==> config.mk <==
export PLATFORM = sky130hd
export DESIGN_NAME = timer_status_irq_block_ctrl
export DESIGN_NICKNAME = d
export VERILOG_FILES = /design/src/hdl/timer_pkg.sv /design/src/hdl/timer_status_irq_block_ctrl.sv
export SDC_FILE = /design/constraint.sdc
export NUM_CORES = 1
export LEC_CHECK = 0
export ABC_AREA = 0
export BUFFER_PORTS_ARGS = -buffer_cell sky130_fd_sc_hd__buf_4
export CAP_MARGIN = 40
export CORE_UTILIZATION = 45
export CTS_BUF_LIST = sky130_fd_sc_hd__clkbuf_8
export DETAILED_ROUTE_END_ITERATION = 8
export GPL_TIMING_DRIVEN = 0
export PLACE_DENSITY = 0.7
export SKIP_CTS_REPAIR_TIMING = 1
export SYNTH_ARGS = -nofsm -noshare
export SYNTH_HDL_FRONTEND = slang
export SYNTH_SLANG_ARGS = --single-unit
==> constraint.sdc <==
create_clock -name mclk_in -period 4.4 [get_ports mclk_in]
set_input_delay 0.88 -clock mclk_in [delete_from_list [all_inputs] [get_ports mclk_in]]
set_output_delay 0.88 -clock mclk_in [all_outputs]
set_load 0.02 [all_outputs]
==> src/hdl/timer_pkg.sv <==
// Constants, types and register map of the timer register block
//
// How it works
// [RULE1] Per-channel compare C register, readable anytime
// [RULE2] Status read clears that channel's event flags
// [RULE3] Bit 18 mirrors line B level
// [RULE4] Bit 17 mirrors line A level
// [RULE5] Bit 16 shows live counter clock state
// [RULE6] Bit 7 latches external trigger until read
// [RULE7] Bit 6 latches capture B load (capture)
// [RULE8] Bit 5 latches capture A load (capture)
// [RULE9] Bit 4 latches compare C match, any mode
// [RULE10] Bit 3 latches compare B match (waveform)
// [RULE11] Bit 2 latches compare A match (waveform)
// [RULE12] Bit 1 latches double load without read
// [RULE13] Bit 0 latches counter overflow until read
// [RULE14] Enable-set write ones set mask bits
// [RULE15] Enable-clear write ones clear mask bits
// [RULE16] Mask readback shows enables, resets disabled
// [RULE17] Group trigger bit 0 pulses all channels
// [RULE18] Clock 2 routes pin2, none, A0, A1
// [RULE19] Clock 1 routes pin1, none, A0, A2
// [RULE20] Clock 0 routes pin0, none, A1, A2
// [RULE21] Mode bit one waveform, zero capture
// [RULE22] Channel irq when flag and mask set
// [RULE23] Selectors at 5:4, 3:2, 1:0; rest zero
package timer_pkg;

   localparam int NUM_CH = 3;

   // ---------------------------------------------
   // Register offsets
   // ---------------------------------------------
   localparam logic [5:0] OFS_CAP_A      = 6'h14;
   localparam logic [5:0] OFS_CAP_B      = 6'h18;
   localparam logic [5:0] OFS_CMP_C      = 6'h1C;
   localparam logic [5:0] OFS_STATUS     = 6'h20;
   localparam logic [5:0] OFS_IRQ_SET    = 6'h24;
   localparam logic [5:0] OFS_IRQ_CLR    = 6'h28;
   localparam logic [5:0] OFS_IRQ_STATE  = 6'h2C;
   localparam logic [7:0] OFS_GROUP_TRIG = 8'hC0;
   localparam logic [7:0] OFS_CLK_ROUTE  = 8'hC4;

   // ---------------------------------------------
   // Field positions
   // ---------------------------------------------
   localparam int BIT_WRAP     = 0;
   localparam int BIT_OVERRUN  = 1;
   localparam int BIT_MATCH_A  = 2;
   localparam int BIT_MATCH_B  = 3;
   localparam int BIT_MATCH_C  = 4;
   localparam int BIT_LOAD_A   = 5;
   localparam int BIT_LOAD_B   = 6;
   localparam int BIT_EXT_TRIG = 7;
   localparam int BIT_CLOCK_ON = 16;
   localparam int BIT_LINE_A   = 17;
   localparam int BIT_LINE_B   = 18;
   localparam int BIT_SYNC     = 0;
   localparam int XC0_LSB      = 0;
   localparam int XC1_LSB      = 2;
   localparam int XC2_LSB      = 4;

   // ---------------------------------------------
   // Reset values
   // ---------------------------------------------
   localparam logic [15:0] CMP_C_RST = 16'h0000;
   localparam logic [7:0]  FLAGS_RST = 8'h00;
   localparam logic [7:0]  MASK_RST  = 8'h00;
   localparam logic [5:0]  ROUTE_RST = 6'h00;

   // External clock selector codes
   typedef enum logic [1:0] {
      SRC_PIN     = 2'h0,
      SRC_NONE    = 2'h1,
      SRC_LINE_LO = 2'h2,
      SRC_LINE_HI = 2'h3
   } clk_src_t;

   // Per-channel inputs from the counter core
   typedef struct packed {
      logic wave_mode;
      logic clock_on;
      logic line_a;
      logic line_b;
      logic ext_trigger;
      logic load_a;
      logic load_b;
      logic match_a;
      logic match_b;
      logic match_c;
      logic wrap;
   } chan_evt_t;

endpackage

==> src/hdl/timer_status_irq_block_ctrl.sv <==
// Register side of a three-channel timer: compare C, flags, masks, routing
//
// The address-and-strobe port was chosen for this implementation.
`timescale 1ns/100ps
module timer_status_irq_block_ctrl (
   input  wire logic                                  mclk_in,
   input  wire logic                                  resetn_in,
   input  wire logic [7:0]                            addr_in,
   input  wire logic [31:0]                           wdata_in,
   input  wire logic                                  wr_in,
   input  wire logic                                  rd_in,
   output logic      [31:0]                           rdata_out,
   input  wire timer_pkg::chan_evt_t [timer_pkg::NUM_CH-1:0] chan_evt_in,
   input  wire logic [2:0]                            clock_pin_in,
   output logic      [timer_pkg::NUM_CH-1:0][15:0]    compare_c_value_out,
   output logic      [timer_pkg::NUM_CH-1:0]          irq_out,
   output logic                                       sync_trigger_out,
   output logic      [2:0]                            ext_clock_out
);
   import timer_pkg::*;

   // ---------------------------------------------
   // Functions
   // ---------------------------------------------

   // Address match for a channel register
   function automatic logic chan_hit(input logic [7:0] a, input int n,
                                     input logic [5:0] ofs);
      return a == {2'(n), ofs};
   endfunction

   // External clock selector
   function automatic logic pick_clock(input logic [1:0] sel, input logic pin,
                                       input logic lo, input logic hi);
      logic r;
      unique case (clk_src_t'(sel))
         SRC_PIN:     r = pin;
         SRC_NONE:    r = 1'b0;
         SRC_LINE_LO: r = lo;
         SRC_LINE_HI: r = hi;
      endcase
      return r;
   endfunction

   // Flags raised by this cycle's events
   function automatic logic [7:0] event_set(input chan_evt_t e,
                                            input logic pa, input logic pb);
      logic [7:0] s;
      logic       cap;
      s   = '0;
      cap = !e.wave_mode;                                   // [RULE21]
      s[BIT_EXT_TRIG] = e.ext_trigger;                      // [RULE6]
      s[BIT_LOAD_B]   = cap & e.load_b;                     // [RULE7]
      s[BIT_LOAD_A]   = cap & e.load_a;                     // [RULE8]
      s[BIT_MATCH_C]  = e.match_c;                          // [RULE9]
      s[BIT_MATCH_B]  = e.wave_mode & e.match_b;            // [RULE10]
      s[BIT_MATCH_A]  = e.wave_mode & e.match_a;            // [RULE11]
      s[BIT_OVERRUN]  = cap & ((e.load_a & pa) | (e.load_b & pb)); // [RULE12]
      s[BIT_WRAP]     = e.wrap;                             // [RULE13]
      return s;
   endfunction

   // ---------------------------------------------
   // Reset release
   // ---------------------------------------------
   logic [1:0] rst_sync_reg;
   logic       rst_n;

   // Two-stage release of the async reset
   always_ff @(posedge mclk_in or negedge resetn_in) begin
      if (!resetn_in) begin
         rst_sync_reg <= 2'b00;
      end else begin
         rst_sync_reg <= {rst_sync_reg[0], 1'b1};
      end
   end
   assign rst_n = rst_sync_reg[1];

   // ---------------------------------------------
   // Decode
   // ---------------------------------------------
   logic [NUM_CH-1:0] wr_cmp;
   logic [NUM_CH-1:0] wr_set;
   logic [NUM_CH-1:0] wr_clr;
   logic [NUM_CH-1:0] rd_stat;
   logic [NUM_CH-1:0] rd_cap_a;
   logic [NUM_CH-1:0] rd_cap_b;
   logic              wr_trig;
   logic              wr_route;

   // Per-channel strobes
   always_comb begin
      for (int n = 0; n < NUM_CH; n++) begin
         wr_cmp[n]   = wr_in && chan_hit(addr_in, n, OFS_CMP_C);
         wr_set[n]   = wr_in && chan_hit(addr_in, n, OFS_IRQ_SET);
         wr_clr[n]   = wr_in && chan_hit(addr_in, n, OFS_IRQ_CLR);
         rd_stat[n]  = rd_in && chan_hit(addr_in, n, OFS_STATUS);
         rd_cap_a[n] = rd_in && chan_hit(addr_in, n, OFS_CAP_A);
         rd_cap_b[n] = rd_in && chan_hit(addr_in, n, OFS_CAP_B);
      end
   end

   // Block-wide strobes
   assign wr_trig  = wr_in && (addr_in == OFS_GROUP_TRIG);
   assign wr_route = wr_in && (addr_in == OFS_CLK_ROUTE);

   // ---------------------------------------------
   // Compare C registers
   // ---------------------------------------------
   logic [NUM_CH-1:0][15:0] cmp_c_reg;

   // Software-written compare values
   always_ff @(posedge mclk_in or negedge rst_n) begin
      if (!rst_n) begin
         cmp_c_reg <= {NUM_CH{CMP_C_RST}};
      end else begin
         for (int n = 0; n < NUM_CH; n++) begin
            if (wr_cmp[n]) begin
               cmp_c_reg[n] <= wdata_in[15:0];               // [RULE1]
            end
         end
      end
   end
   assign compare_c_value_out = cmp_c_reg;

   // ---------------------------------------------
   // Capture pending trackers
   // ---------------------------------------------
   logic [NUM_CH-1:0] pend_a_reg;
   logic [NUM_CH-1:0] pend_b_reg;

   // Load marks pending, register read clears it
   always_ff @(posedge mclk_in or negedge rst_n) begin
      if (!rst_n) begin
         pend_a_reg <= '0;
         pend_b_reg <= '0;
      end else begin
         for (int n = 0; n < NUM_CH; n++) begin
            pend_a_reg[n] <= chan_evt_in[n].load_a | (pend_a_reg[n] & ~rd_cap_a[n]);
            pend_b_reg[n] <= chan_evt_in[n].load_b | (pend_b_reg[n] & ~rd_cap_b[n]);
         end
      end
   end

   // ---------------------------------------------
   // Event flags
   // ---------------------------------------------
   logic [NUM_CH-1:0][7:0] flags_reg;
   logic [NUM_CH-1:0][7:0] set_vec;

   // Events of this cycle, per channel
   always_comb begin
      for (int n = 0; n < NUM_CH; n++) begin
         set_vec[n] = event_set(chan_evt_in[n],
                                pend_a_reg[n] & ~rd_cap_a[n],
                                pend_b_reg[n] & ~rd_cap_b[n]);
      end
   end

   // Sticky flags; a new event beats the read clear
   always_ff @(posedge mclk_in or negedge rst_n) begin
      if (!rst_n) begin
         flags_reg <= {NUM_CH{FLAGS_RST}};
      end else begin
         for (int n = 0; n < NUM_CH; n++) begin
            flags_reg[n] <= (rd_stat[n] ? 8'h00 : flags_reg[n]) | set_vec[n]; // [RULE2]
         end
      end
   end

   // ---------------------------------------------
   // Interrupt masks and requests
   // ---------------------------------------------
   logic [NUM_CH-1:0][7:0] mask_reg;
   logic [NUM_CH-1:0]      irq_reg;

   // Set and clear ports of the mask
   always_ff @(posedge mclk_in or negedge rst_n) begin
      if (!rst_n) begin
         mask_reg <= {NUM_CH{MASK_RST}};                     // [RULE16]
      end else begin
         for (int n = 0; n < NUM_CH; n++) begin
            if (wr_set[n]) begin
               mask_reg[n] <= mask_reg[n] | wdata_in[7:0];   // [RULE14]
            end else if (wr_clr[n]) begin
               mask_reg[n] <= mask_reg[n] & ~wdata_in[7:0];  // [RULE15]
            end
         end
      end
   end

   // Request while any enabled flag is pending
   always_ff @(posedge mclk_in or negedge rst_n) begin
      if (!rst_n) begin
         irq_reg <= '0;
      end else begin
         for (int n = 0; n < NUM_CH; n++) begin
            irq_reg[n] <= |(flags_reg[n] & mask_reg[n]);     // [RULE22]
         end
      end
   end
   assign irq_out = irq_reg;

   // ---------------------------------------------
   // Group trigger and clock routing
   // ---------------------------------------------
   logic       sync_reg;
   logic [5:0] route_reg;
   logic [2:0] xc_reg;

   // One-cycle software trigger to all channels
   always_ff @(posedge mclk_in or negedge rst_n) begin
      if (!rst_n) begin
         sync_reg <= 1'b0;
      end else begin
         sync_reg <= wr_trig && wdata_in[BIT_SYNC];          // [RULE17]
      end
   end
   assign sync_trigger_out = sync_reg;

   // Selector fields
   always_ff @(posedge mclk_in or negedge rst_n) begin
      if (!rst_n) begin
         route_reg <= ROUTE_RST;
      end else if (wr_route) begin
         route_reg <= wdata_in[5:0];                         // [RULE23]
      end
   end

   // Routed external clocks
   always_ff @(posedge mclk_in or negedge rst_n) begin
      if (!rst_n) begin
         xc_reg <= 3'h0;
      end else begin
         xc_reg[2] <= pick_clock(route_reg[XC2_LSB +: 2], clock_pin_in[2],
                                 chan_evt_in[0].line_a, chan_evt_in[1].line_a); // [RULE18]
         xc_reg[1] <= pick_clock(route_reg[XC1_LSB +: 2], clock_pin_in[1],
                                 chan_evt_in[0].line_a, chan_evt_in[2].line_a); // [RULE19]
         xc_reg[0] <= pick_clock(route_reg[XC0_LSB +: 2], clock_pin_in[0],
                                 chan_evt_in[1].line_a, chan_evt_in[2].line_a); // [RULE20]
      end
   end
   assign ext_clock_out = xc_reg;

   // ---------------------------------------------
   // Read path
   // ---------------------------------------------
   logic [31:0] rdata_next;
   logic [31:0] rdata_reg;

   // Read mux; unmapped and write-only read zero
   always_comb begin
      rdata_next = 32'h0000_0000;
      for (int n = 0; n < NUM_CH; n++) begin
         if (chan_hit(addr_in, n, OFS_CMP_C)) begin
            rdata_next[15:0] = cmp_c_reg[n];                  // [RULE1]
         end
         if (chan_hit(addr_in, n, OFS_STATUS)) begin
            rdata_next[7:0]          = flags_reg[n];
            rdata_next[BIT_CLOCK_ON] = chan_evt_in[n].clock_on; // [RULE5]
            rdata_next[BIT_LINE_A]   = chan_evt_in[n].line_a;   // [RULE4]
            rdata_next[BIT_LINE_B]   = chan_evt_in[n].line_b;   // [RULE3]
         end
         if (chan_hit(addr_in, n, OFS_IRQ_STATE)) begin
            rdata_next[7:0] = mask_reg[n];                    // [RULE16]
         end
      end
      if (addr_in == OFS_CLK_ROUTE) begin
         rdata_next[5:0] = route_reg;                         // [RULE23]
      end
   end

   // Data stand only in the cycle after the strobe
   always_ff @(posedge mclk_in or negedge rst_n) begin
      if (!rst_n) begin
         rdata_reg <= 32'h0000_0000;
      end else begin
         rdata_reg <= rd_in ? rdata_next : 32'h0000_0000;
      end
   end
   assign rdata_out = rdata_reg;

   chan_evt_t e0;
   assign e0 = chan_evt_in[0];
endmodule // timer_status_irq_block_ctrl

Yosys cells after proc, flatten, opt, wreduce, memory -nomap -nowiden
Cells that the tools add are included.
{"block": "totals", "output_inout_bits": 87, "elab_cells": 163, "regBits": 136, "input_bits": 80}
{"block": "classes", "eq_ne": 32, "mux": 26, "bitwise_logic": 55, "reduce_logical": 33}
{"op": "$mux W8", "count": 15}
{"op": "$eq A8 B8 Y1 const B", "count": 9}
{"op": "$eq A8 B7 Y1 const B", "count": 7}
{"op": "$and A8 B8 Y8", "count": 6}
{"op": "$mux W16", "count": 3}
{"op": "$or A8 B8 Y8", "count": 6}
{"op": "$eq A8 B6 Y1 const B", "count": 4}
{"op": "$and A1 B1 Y1", "count": 27}
{"op": "$eq A8 B5 Y1 const B", "count": 3}
{"op": "$reduce_or A8 Y1", "count": 3}
{"op": "$logic_and A1 B1 Y1", "count": 21}
{"op": "$mux W19", "count": 1}
{"op": "$eq A2 B2 Y1 const B", "count": 6}
{"op": "$pmux W1 S4", "count": 3}
{"op": "$mux W3", "count": 3}
{"op": "$or A1 B1 Y1", "count": 9}
{"op": "$not A8 Y8", "count": 1}
{"op": "$eq A2 B1 Y1 const B", "count": 3}
{"op": "$logic_not A2 Y1", "count": 3}
{"op": "$mux W6", "count": 1}
{"op": "$not A1 Y1", "count": 6}
{"op": "$reduce_bool A2 Y1", "count": 3}
{"op": "$logic_not A1 Y1", "count": 3}

Depth between registers and ports, before layout
Gate-level depths: netlist (run 1).
{"block": "depth", "ltp_word": 12, "mapped_depth": 8, "mapped_depth_nobuf": 5}

Worst setup path after synthesis (run 1)
Ideal clock, no wire load.
{"block": "synth_timing", "kind": "input to register", "startpoint": "input addr_in[3]", "endpoint": "register cmp_c_reg, in the netlist compare_c_value_out[21]", "n_path_buf": 3, "arrival_time_ps": 2211, "setup_time_ps": 125, "slack_ps": 2064, "cell_stages": 7, "path_cell_list": "buf_4 nor4bb_1 buf_4 and3_2 nand2_4 buf_6 mux2_4"}
{"block": "synth_via", "elab_chain_len": 2}
{"item": "from (decl)", "line": "timer_status_irq_block_ctrl.sv:8", "rtl": "input wire logic [7:0] addr_in,"}
{"item": "$eq A8 B7 Y1", "line": "timer_status_irq_block_ctrl.sv:29", "rtl": "return a == {2'(n), ofs};"}
{"item": "$logic_and A1 B1 Y1", "line": "timer_status_irq_block_ctrl.sv:94", "rtl": "wr_cmp[n] = wr_in && chan_hit(addr_in, n, OFS_CMP_C);"}
{"item": "to (signal assigned)", "line": "timer_status_irq_block_ctrl.sv:115", "rtl": "cmp_c_reg <= {NUM_CH{CMP_C_RST}};"}
{"item": "to (signal, indexed assignment)", "line": "timer_status_irq_block_ctrl.sv:119", "rtl": "cmp_c_reg[n] <= wdata_in[15:0];"}
{"item": "to (decl)", "line": "timer_status_irq_block_ctrl.sv:110", "rtl": "logic [NUM_CH-1:0][15:0] cmp_c_reg;"}
Every way passes these cells.
A chain may end at the register's enable or synchronous reset.

Worst setup path after layout (run 1)
{"block": "layout_timing", "startpoint": "input addr_in[7]", "endpoint": "register rdata_reg[1], in the netlist rdata_out[1]"}
{"block": "layout_via", "elab_chain_len": 12}
{"item": "$eq A8 B5 Y1", "line": "timer_status_irq_block_ctrl.sv:29"}
{"item": "$mux W16", "line": "timer_status_irq_block_ctrl.sv:255", "rtl": "if (chan_hit(addr_in, n, OFS_CMP_C)) begin"}
{"item": "$mux W8", "line": "timer_status_irq_block_ctrl.sv:258", "rtl": "if (chan_hit(addr_in, n, OFS_STATUS)) begin"}
{"item": "$mux W8", "line": "timer_status_irq_block_ctrl.sv:264", "rtl": "if (chan_hit(addr_in, n, OFS_IRQ_STATE)) begin"}
{"item": "$mux W16", "line": "timer_status_irq_block_ctrl.sv:255"}
{"item": "$mux W8", "line": "timer_status_irq_block_ctrl.sv:258"}
{"item": "$mux W8", "line": "timer_status_irq_block_ctrl.sv:264"}
{"item": "$mux W16", "line": "timer_status_irq_block_ctrl.sv:255"}
{"item": "$mux W8", "line": "timer_status_irq_block_ctrl.sv:258"}
{"item": "$mux W8", "line": "timer_status_irq_block_ctrl.sv:264"}
{"item": "$mux W6 (*)", "line": "timer_status_irq_block_ctrl.sv:268", "rtl": "if (addr_in == OFS_CLK_ROUTE) begin"}
{"item": "$mux W19 (*)", "line": "timer_status_irq_block_ctrl.sv:278", "rtl": "rdata_reg <= rd_in ? rdata_next : 32'h0000_0000;"}
{"item": "to (signal assigned)", "line": "timer_status_irq_block_ctrl.sv:278"}
{"item": "to (decl)", "line": "timer_status_irq_block_ctrl.sv:249", "rtl": "logic [31:0] rdata_reg;"}
Every way passes the cells marked *; elsewhere a longest branch is shown, timed or not.

==> metrics.csv, run 1 <==
stage,metric,value,unit
outcome,status,completed,
logic_synthesis,"top cells by area, synth","dfrtp_1 (53%), mux2_2 (6.3%), a22o_1 (5.3%)",
power,internal power,0.00216,W
logic_synthesis,"FF+latch count, synth",136,
clock_network,CTS Buffer Depth,2,
timing,Tcrit/Tclk final,59.9,%
logic_synthesis,mapped cell area,6440,sq um
detailed_routing,Final ANT Viol Nets,0,
power,Clock Power Share,41.1,%
logic_synthesis,ys async rst share,100,%
clock_network,Clock Pin Slew Worst Setup and Hold Paths,0.08,ns
min_path,class of the worst hold path,in -> async,
timing,Final setup viols,0,
setup_path,Critical Path Slowest Stage Cell,nor4b_1,
setup_path,CP max stage delay,0.76,ns
setup_path,CP Data Required Time,4.75,ns
logic_synthesis,Post-Synthesis Cells,548,
logic_synthesis,"EDFF count, synth",0,
grt,remaining global-route overflow,0,
detailed_routing,via count,5423,
clock_network,Root Driver,clkbuf_8,
logic_synthesis,most frequent cells after synthesis,"dfrtp_1 (136), nand2_1 (48), a22o_1 (39)",
detailed_routing,1st-iter DRT viols,567,
logic_synthesis,post-synth cell types,57,
power,Leak,3.84,nW
timing,RSZ-0062 raised after global routing,false,
layout,# fillers,1156,
place,Port Buffers,127,
power,Comb power frac,11.8,%
power,sequential group share of total power,47.1,%
grt,all-layer global routing usage,28.3,%
logic_synthesis,Mean Syn Cell Area,11.8,sq um
floorplanning,Starting Density,46.2,%
layout,Area Overhead vs Synth,27.0,%
clock_network,H-tree lvl count,4,
place,RD Place Congestion,0.923,
power,Switch Pwr,0.000695,W
detailed_routing,routed len/inst,22.2,um
floorplanning,core footprint,13900,sq um
job,max cap viols,0,
grt,largest net degree at the start of global routing,58,
layout,ant diodes,0,
power,peak supply drop,0.230,mV
layout,layout cells sized above 1,37.1,%
setup_path,critical path cell sequence,buf_4 -> buf_2 -> nor4b_1 -> nand2_1 -> o22ai_1 -> o21ai_0 -> a21oi_1,
floorplanning,Rows,43,
place,half-perimeter wire length after placement,14700,um
setup_path,R2R cell count,4,
setup_path,CP Capture Type,register,
timing,Slew HR,43.1,%
layout,sequential cell area,3410,sq um
logic_synthesis,yosys synthesis warning count,0,
floorplanning,width of the chip,122,um
timing,Fmax,380,MHz
layout,Final #Nets,788,
layout,Util after Layout,58.7,%
power,PD cells,349,nW/um^2
clock_network,clock sink count,136,
detailed_routing,drt pass-1 iters,5,
timing,Final Max Slew Viols,0,
logic_synthesis,predominant post-synthesis flop cell,dfrtp_1,
clock_network,CTS tree,yes,
timing,Clock Skew,0.0190,ns
logic_synthesis,Synth area leader,dfrtp_1,
logic_synthesis,"count leader, synth",dfrtp_1,
floorplanning,# IOs,167,
grt,number of global-route vias before repair,5286,
clock_network,TritonCTS Buffers,17,
logic_synthesis,share of Yosys cell area claimed by the top area cell type,52.8,%
setup_path,CP Data Arrival Time,2.99,ns
setup_path,critical-path maximum fanout,10,
power,Switching Fraction,24.3,%
floorplanning,chip height,122,um
detailed_routing,DRC errors left,0,
timing,"Hold Vio Cnt, Final",0,
grt,initial antenna violation count,0,
timing,setup ws final,1.77,ns
detailed_routing,mean number of vias per cell,6.03,
timing,Worst-Margin Slew,0.841,ns
logic_synthesis,"Seq/Total Area, Yosys",52.8,%
grt,first-pass GRT wire length,30500,um
clock_network,Worst-Skew Late Latency,0.45,ns
setup_path,r2r setup slk,3.02,ns
setup_path,CP startpoint kind,input pin,
layout,footprint of the multi-input gates,2810,sq um
place,post-place setup slack,1.41,ns
floorplanning,total die area,14800,sq um
setup_path,"Worst Path Class, Setup",in -> reg,
detailed_routing,Routed WL,20000,um
timing,Tmin final,2.63,ns
-- power by group through the flow --
stage | logic [W] | registers (W) | clock network (W)
2_1_floorplan | 0.000134 | 0.00140 | 0
3_3_place_gp | 0.000305 | 0.00138 | 0
3_5_place_dp | 0.000336 | 0.00137 | 0
4_1_cts | 0.000338 | 0.00134 | 0.00119
5_1_grt | 0.000361 | 0.00135 | 0.00125
6_report | 0.000337 | 0.00134 | 0.00117
-- area by class of cell --
| class | instances | share of cell area [%] |
|---|---|---|
| clock inverter | 11 | 2.19 |
| buffer | 44 | 3.20 |
| tap | 180 | 2.75 |
| timing repair buffer | 129 | 12.3 |
| multi-input combinational | 377 | 34.4 |
| inverter | 3 | 0.138 |
| sequential | 136 | 41.6 |
| clock buffer | 20 | 3.36 |
-- kinds of logic after synthesis --
logic type                synth area share (%)
muxes                                     11.9
xor gates and xnor gates                 0.136
buffers and inverters                     4.23
AOI/OAI and AO/OA                         20.5
other                                    0.117
and+or+nand+nor                           10.3
DFF                                       52.8
-- worst paths after layout --
check / from / end
min in group mclk_in: rst_sync_reg[0] / rst_sync_reg[1]
hold / removal: resetn_in / rst_sync_reg[1]
max in group asynchronous: rst_sync_reg[1] / rdata_out[18]
setup / recovery: addr_in[7] / rdata_out[1]
hold reg to reg: rst_sync_reg[1] / rdata_out[10]
setup reg to reg: register / rdata_out[0]
-- critical path: cells and delay by family --
family	cells	cell delay [ns]
and+or+nand+nor	2	1.02
AOI/OAI and AO/OA	3	0.77
buffers and inverters	2	0.32
-- layout by cell type (no fill, tap or decap), types with 20 or more instances in the layout --
| cell type | instances |
|---|---|
| a22o_1 | 39 |
| mux2_4 | 20 |
| nor2_1 | 25 |
| a21oi_1 | 24 |
| nand2_1 | 48 |
| buf_4 | 144 |
| o21ai_0 | 20 |
| a22oi_1 | 28 |
| clkbuf_8 | 20 |
| mux2_2 | 36 |
| dfrtp_1 | 135 |
-- through the flow --
stage	power [W]	setup TNS [ns]	cells	cell area (sq um)	hold slack (ns)
2_1_floorplan	0.00154	0	560	6490	0.331
3_3_place_gp	0.00169	-129.29	867	7670	0.337
3_5_place_dp	0.00170	0	869	7730	0.267
4_1_cts	0.00287	0	900	8180	0.185
5_1_grt	0.00296	0	900	8180	0.173
6_report	0.00285	0	900	8180	0.212
-- per-layer routing --
metal / vias up / GRT usage [%] / routed length (um)
li1: 2344 / - / -
met1: 2765 / 38.6 / 8340
met2: 279 / 44.7 / 9720
met3: 35 / 6.51 / 1520
met4: 0 / 9.26 / 428
met5: - / 0 / 0
Power figures use the tool's default switching activity.
==> run 2: changes to the inputs <==
--- a/config.mk
+++ b/config.mk
@@ -12,7 +12,7 @@
 export CTS_BUF_LIST = sky130_fd_sc_hd__clkbuf_8
 export DETAILED_ROUTE_END_ITERATION = 8
 export GPL_TIMING_DRIVEN = 0
-export PLACE_DENSITY = 0.7
+export PLACE_DENSITY = 0.72
 export SKIP_CTS_REPAIR_TIMING = 1
 export SYNTH_ARGS = -nofsm -noshare
 export SYNTH_HDL_FRONTEND = slang
==> constraint.sdc (replaced) <==
create_clock -name mclk_in -period 2.24 [get_ports mclk_in]
set_input_delay 0.448 -clock mclk_in [delete_from_list [all_inputs] [get_ports mclk_in]]
set_output_delay 0.448 -clock mclk_in [all_outputs]
set_load 0.02 [all_outputs]
==> metrics.csv, run 2 (same netlist as run 1, synthesis figures left out) <==
stage,metric,value,unit,change
layout,most frequent cells in the layout,"buf_4 (144), dfrtp_1 (135), nand2_1 (48), a22o_1 (39), mux2_2 (36)",,unchanged
setup_path,CP Data Required Time,2.62,ns,was 4.75 ns
timing,setup ws final,0.219,ns,was 1.77 ns
detailed_routing,via count,5314,,"was 5,423"
place,Port Buffers,127,,unchanged
grt,remaining global-route overflow,0,,unchanged
clock_network,CTS tree,yes,,unchanged
floorplanning,core footprint,13900,sq um,unchanged
timing,Final setup viols,0,,unchanged
clock_network,clock sink count,136,,unchanged
power,PD cells,658,nW/um^2,was 349 nW/um^2
timing,"Hold Vio Cnt, Final",0,,unchanged
grt,initial antenna violation count,0,,unchanged
power,peak supply drop,0.432,mV,was 0.230 mV
floorplanning,# IOs,167,,unchanged
layout,Util after Layout,58.2,%,was 58.7%
clock_network,TritonCTS Buffers,17,,unchanged
timing,Final Max Slew Viols,0,,unchanged
floorplanning,width of the chip,122,um,unchanged
timing,Fmax,495,MHz,
floorplanning,chip height,122,um,unchanged
setup_path,CP Data Arrival Time,2.40,ns,was 2.99 ns
floorplanning,Rows,43,,unchanged
power,Leak,3.78,nW,was 3.84 nW
detailed_routing,DRC errors left,0,,unchanged
layout,design area,8110,sq um,was 8180 sq um
setup_path,CP startpoint kind,input pin,,unchanged
timing,Worst-Margin Slew,0.880,ns,was 0.841 ns
detailed_routing,Routed WL,19600,um,"was 20,000 um"
layout,Final #Nets,788,,unchanged
detailed_routing,Final ANT Viol Nets,0,,unchanged
power,Design Power,0.00533,W,was 0.00285 W
layout,layout cells sized above 1,37.4,%,was 37.1%
setup_path,"Worst Path Class, Setup",in -> reg,,unchanged
clock_network,H-tree lvl count,4,,unchanged
timing,Slew HR,41.4,%,was 43.1%
detailed_routing,drt pass-1 iters,6,,was 5
layout,"commonest non-fill, non-tap cell in the layout",buf_4,,unchanged
clock_network,CTS Buffer Depth,2,,unchanged
outcome,status,completed,,unchanged
clock_network,Worst-Skew Late Latency,0.47,ns,was 0.45 ns
setup_path,CP Capture Type,register,,unchanged
clock_network,Clock Pin Slew Worst Setup and Hold Paths,0.08,ns,about the same
detailed_routing,mean number of vias per cell,5.90,,was 6.03
place,RD Place Congestion,0.936,,was 0.923
timing,RSZ-0062 raised after global routing,false,,unchanged
place,post-place setup slack,-0.215,ns,was 1.41 ns
place,half-perimeter wire length after placement,14400,um,"was 14,700 um"
grt,number of global-route vias before repair,5281,,"was 5,286"
grt,first-pass GRT wire length,30100,um,"was 30,500 um"
setup_path,critical-path maximum fanout,10,,unchanged
min_path,class of the worst hold path,in -> reg,,was in -> async
place,dpl cell area,7700,sq um,was 7730 sq um
job,max cap viols,0,,unchanged
timing,Hold Worst Slack,0.152,ns,was 0.212 ns
grt,largest net degree at the start of global routing,69,,was 58
detailed_routing,1st-iter DRT viols,510,,was 567
layout,Area Overhead vs Synth,25.8,%,was 27.0%
detailed_routing,routed len/inst,21.8,um,was 22.2 um
timing,Tmin final,2.02,ns,
floorplanning,Starting Density,46.2,%,unchanged
layout,ant diodes,0,,unchanged
floorplanning,total die area,14800,sq um,unchanged
timing,Clock Skew,0.0100,ns,was 0.0190 ns
timing,Tcrit/Tclk final,90.2,%,
grt,all-layer global routing usage,28.0,%,was 28.3%
clock_network,Root Driver,clkbuf_8,,unchanged
==> run 2: path summary, 6_finish.rpt <==
path,from,cells after the start,end,slack [ns]
min in group asynchronous,resetn_in,2,rst_sync_reg[1],0.30
worst min-delay path,chan_evt_in[0],2,flags_reg[0],0.15
worst max register to register,compare_c_value_out[0],4,rdata_out[0],0.86
worst max-delay path,addr_in[7],7,rdata_out[3],0.22
worst min register to register,rst_sync_reg[0],0,rst_sync_reg[1],0.35
max in group asynchronous,rst_sync_reg[1],1,rdata_out[16],0.94
==> run 2: through the flow <==
stage / setup TNS [ns] / std cells
after floorplan: 0 / 560
after global routing: 0 / 901
final: 0 / 901
after CTS: 0 / 900
after global placement: -1.96 / 867
after detailed placement: -2.80 / 868
==> run 2: per-layer routing <==
metal	up-vias	share of wire, %	global-route usage (%)
li1	2350	-	-
met1	2693	43	37.6
met2	224	48	43.7
met3	47	6.5	6.27
met4	0	3.1	12.0
met5	-	0	0
==> run 2: worst max-delay path: stages <==
cell	delay, ns
buf_4	0.13
buf_2	0.19
nor4b_1	0.63
nand2_1	0.25
o22ai_1	0.35
o21ai_0	0.20
a21oi_1	0.19
==> run 2: area by class of cell <==
class                   instances  area (sq um)
plain buffers                  44           262
clock buffers                  18           248
clock inverters                14           150
fillers                      1191          5830
inverters                       3          11.3
multi-input cells             377          2810
flip-flops and latches        136          3410
well taps                     180           225
repair buffers                129           991
==> run 2: where the power goes <==
group	switching [W]	internal, W	total, W
logic	0.000342	0.000297	0.000639
clock network	0.00102	0.00102	0.00204
registers	0.000106	0.00255	0.00265
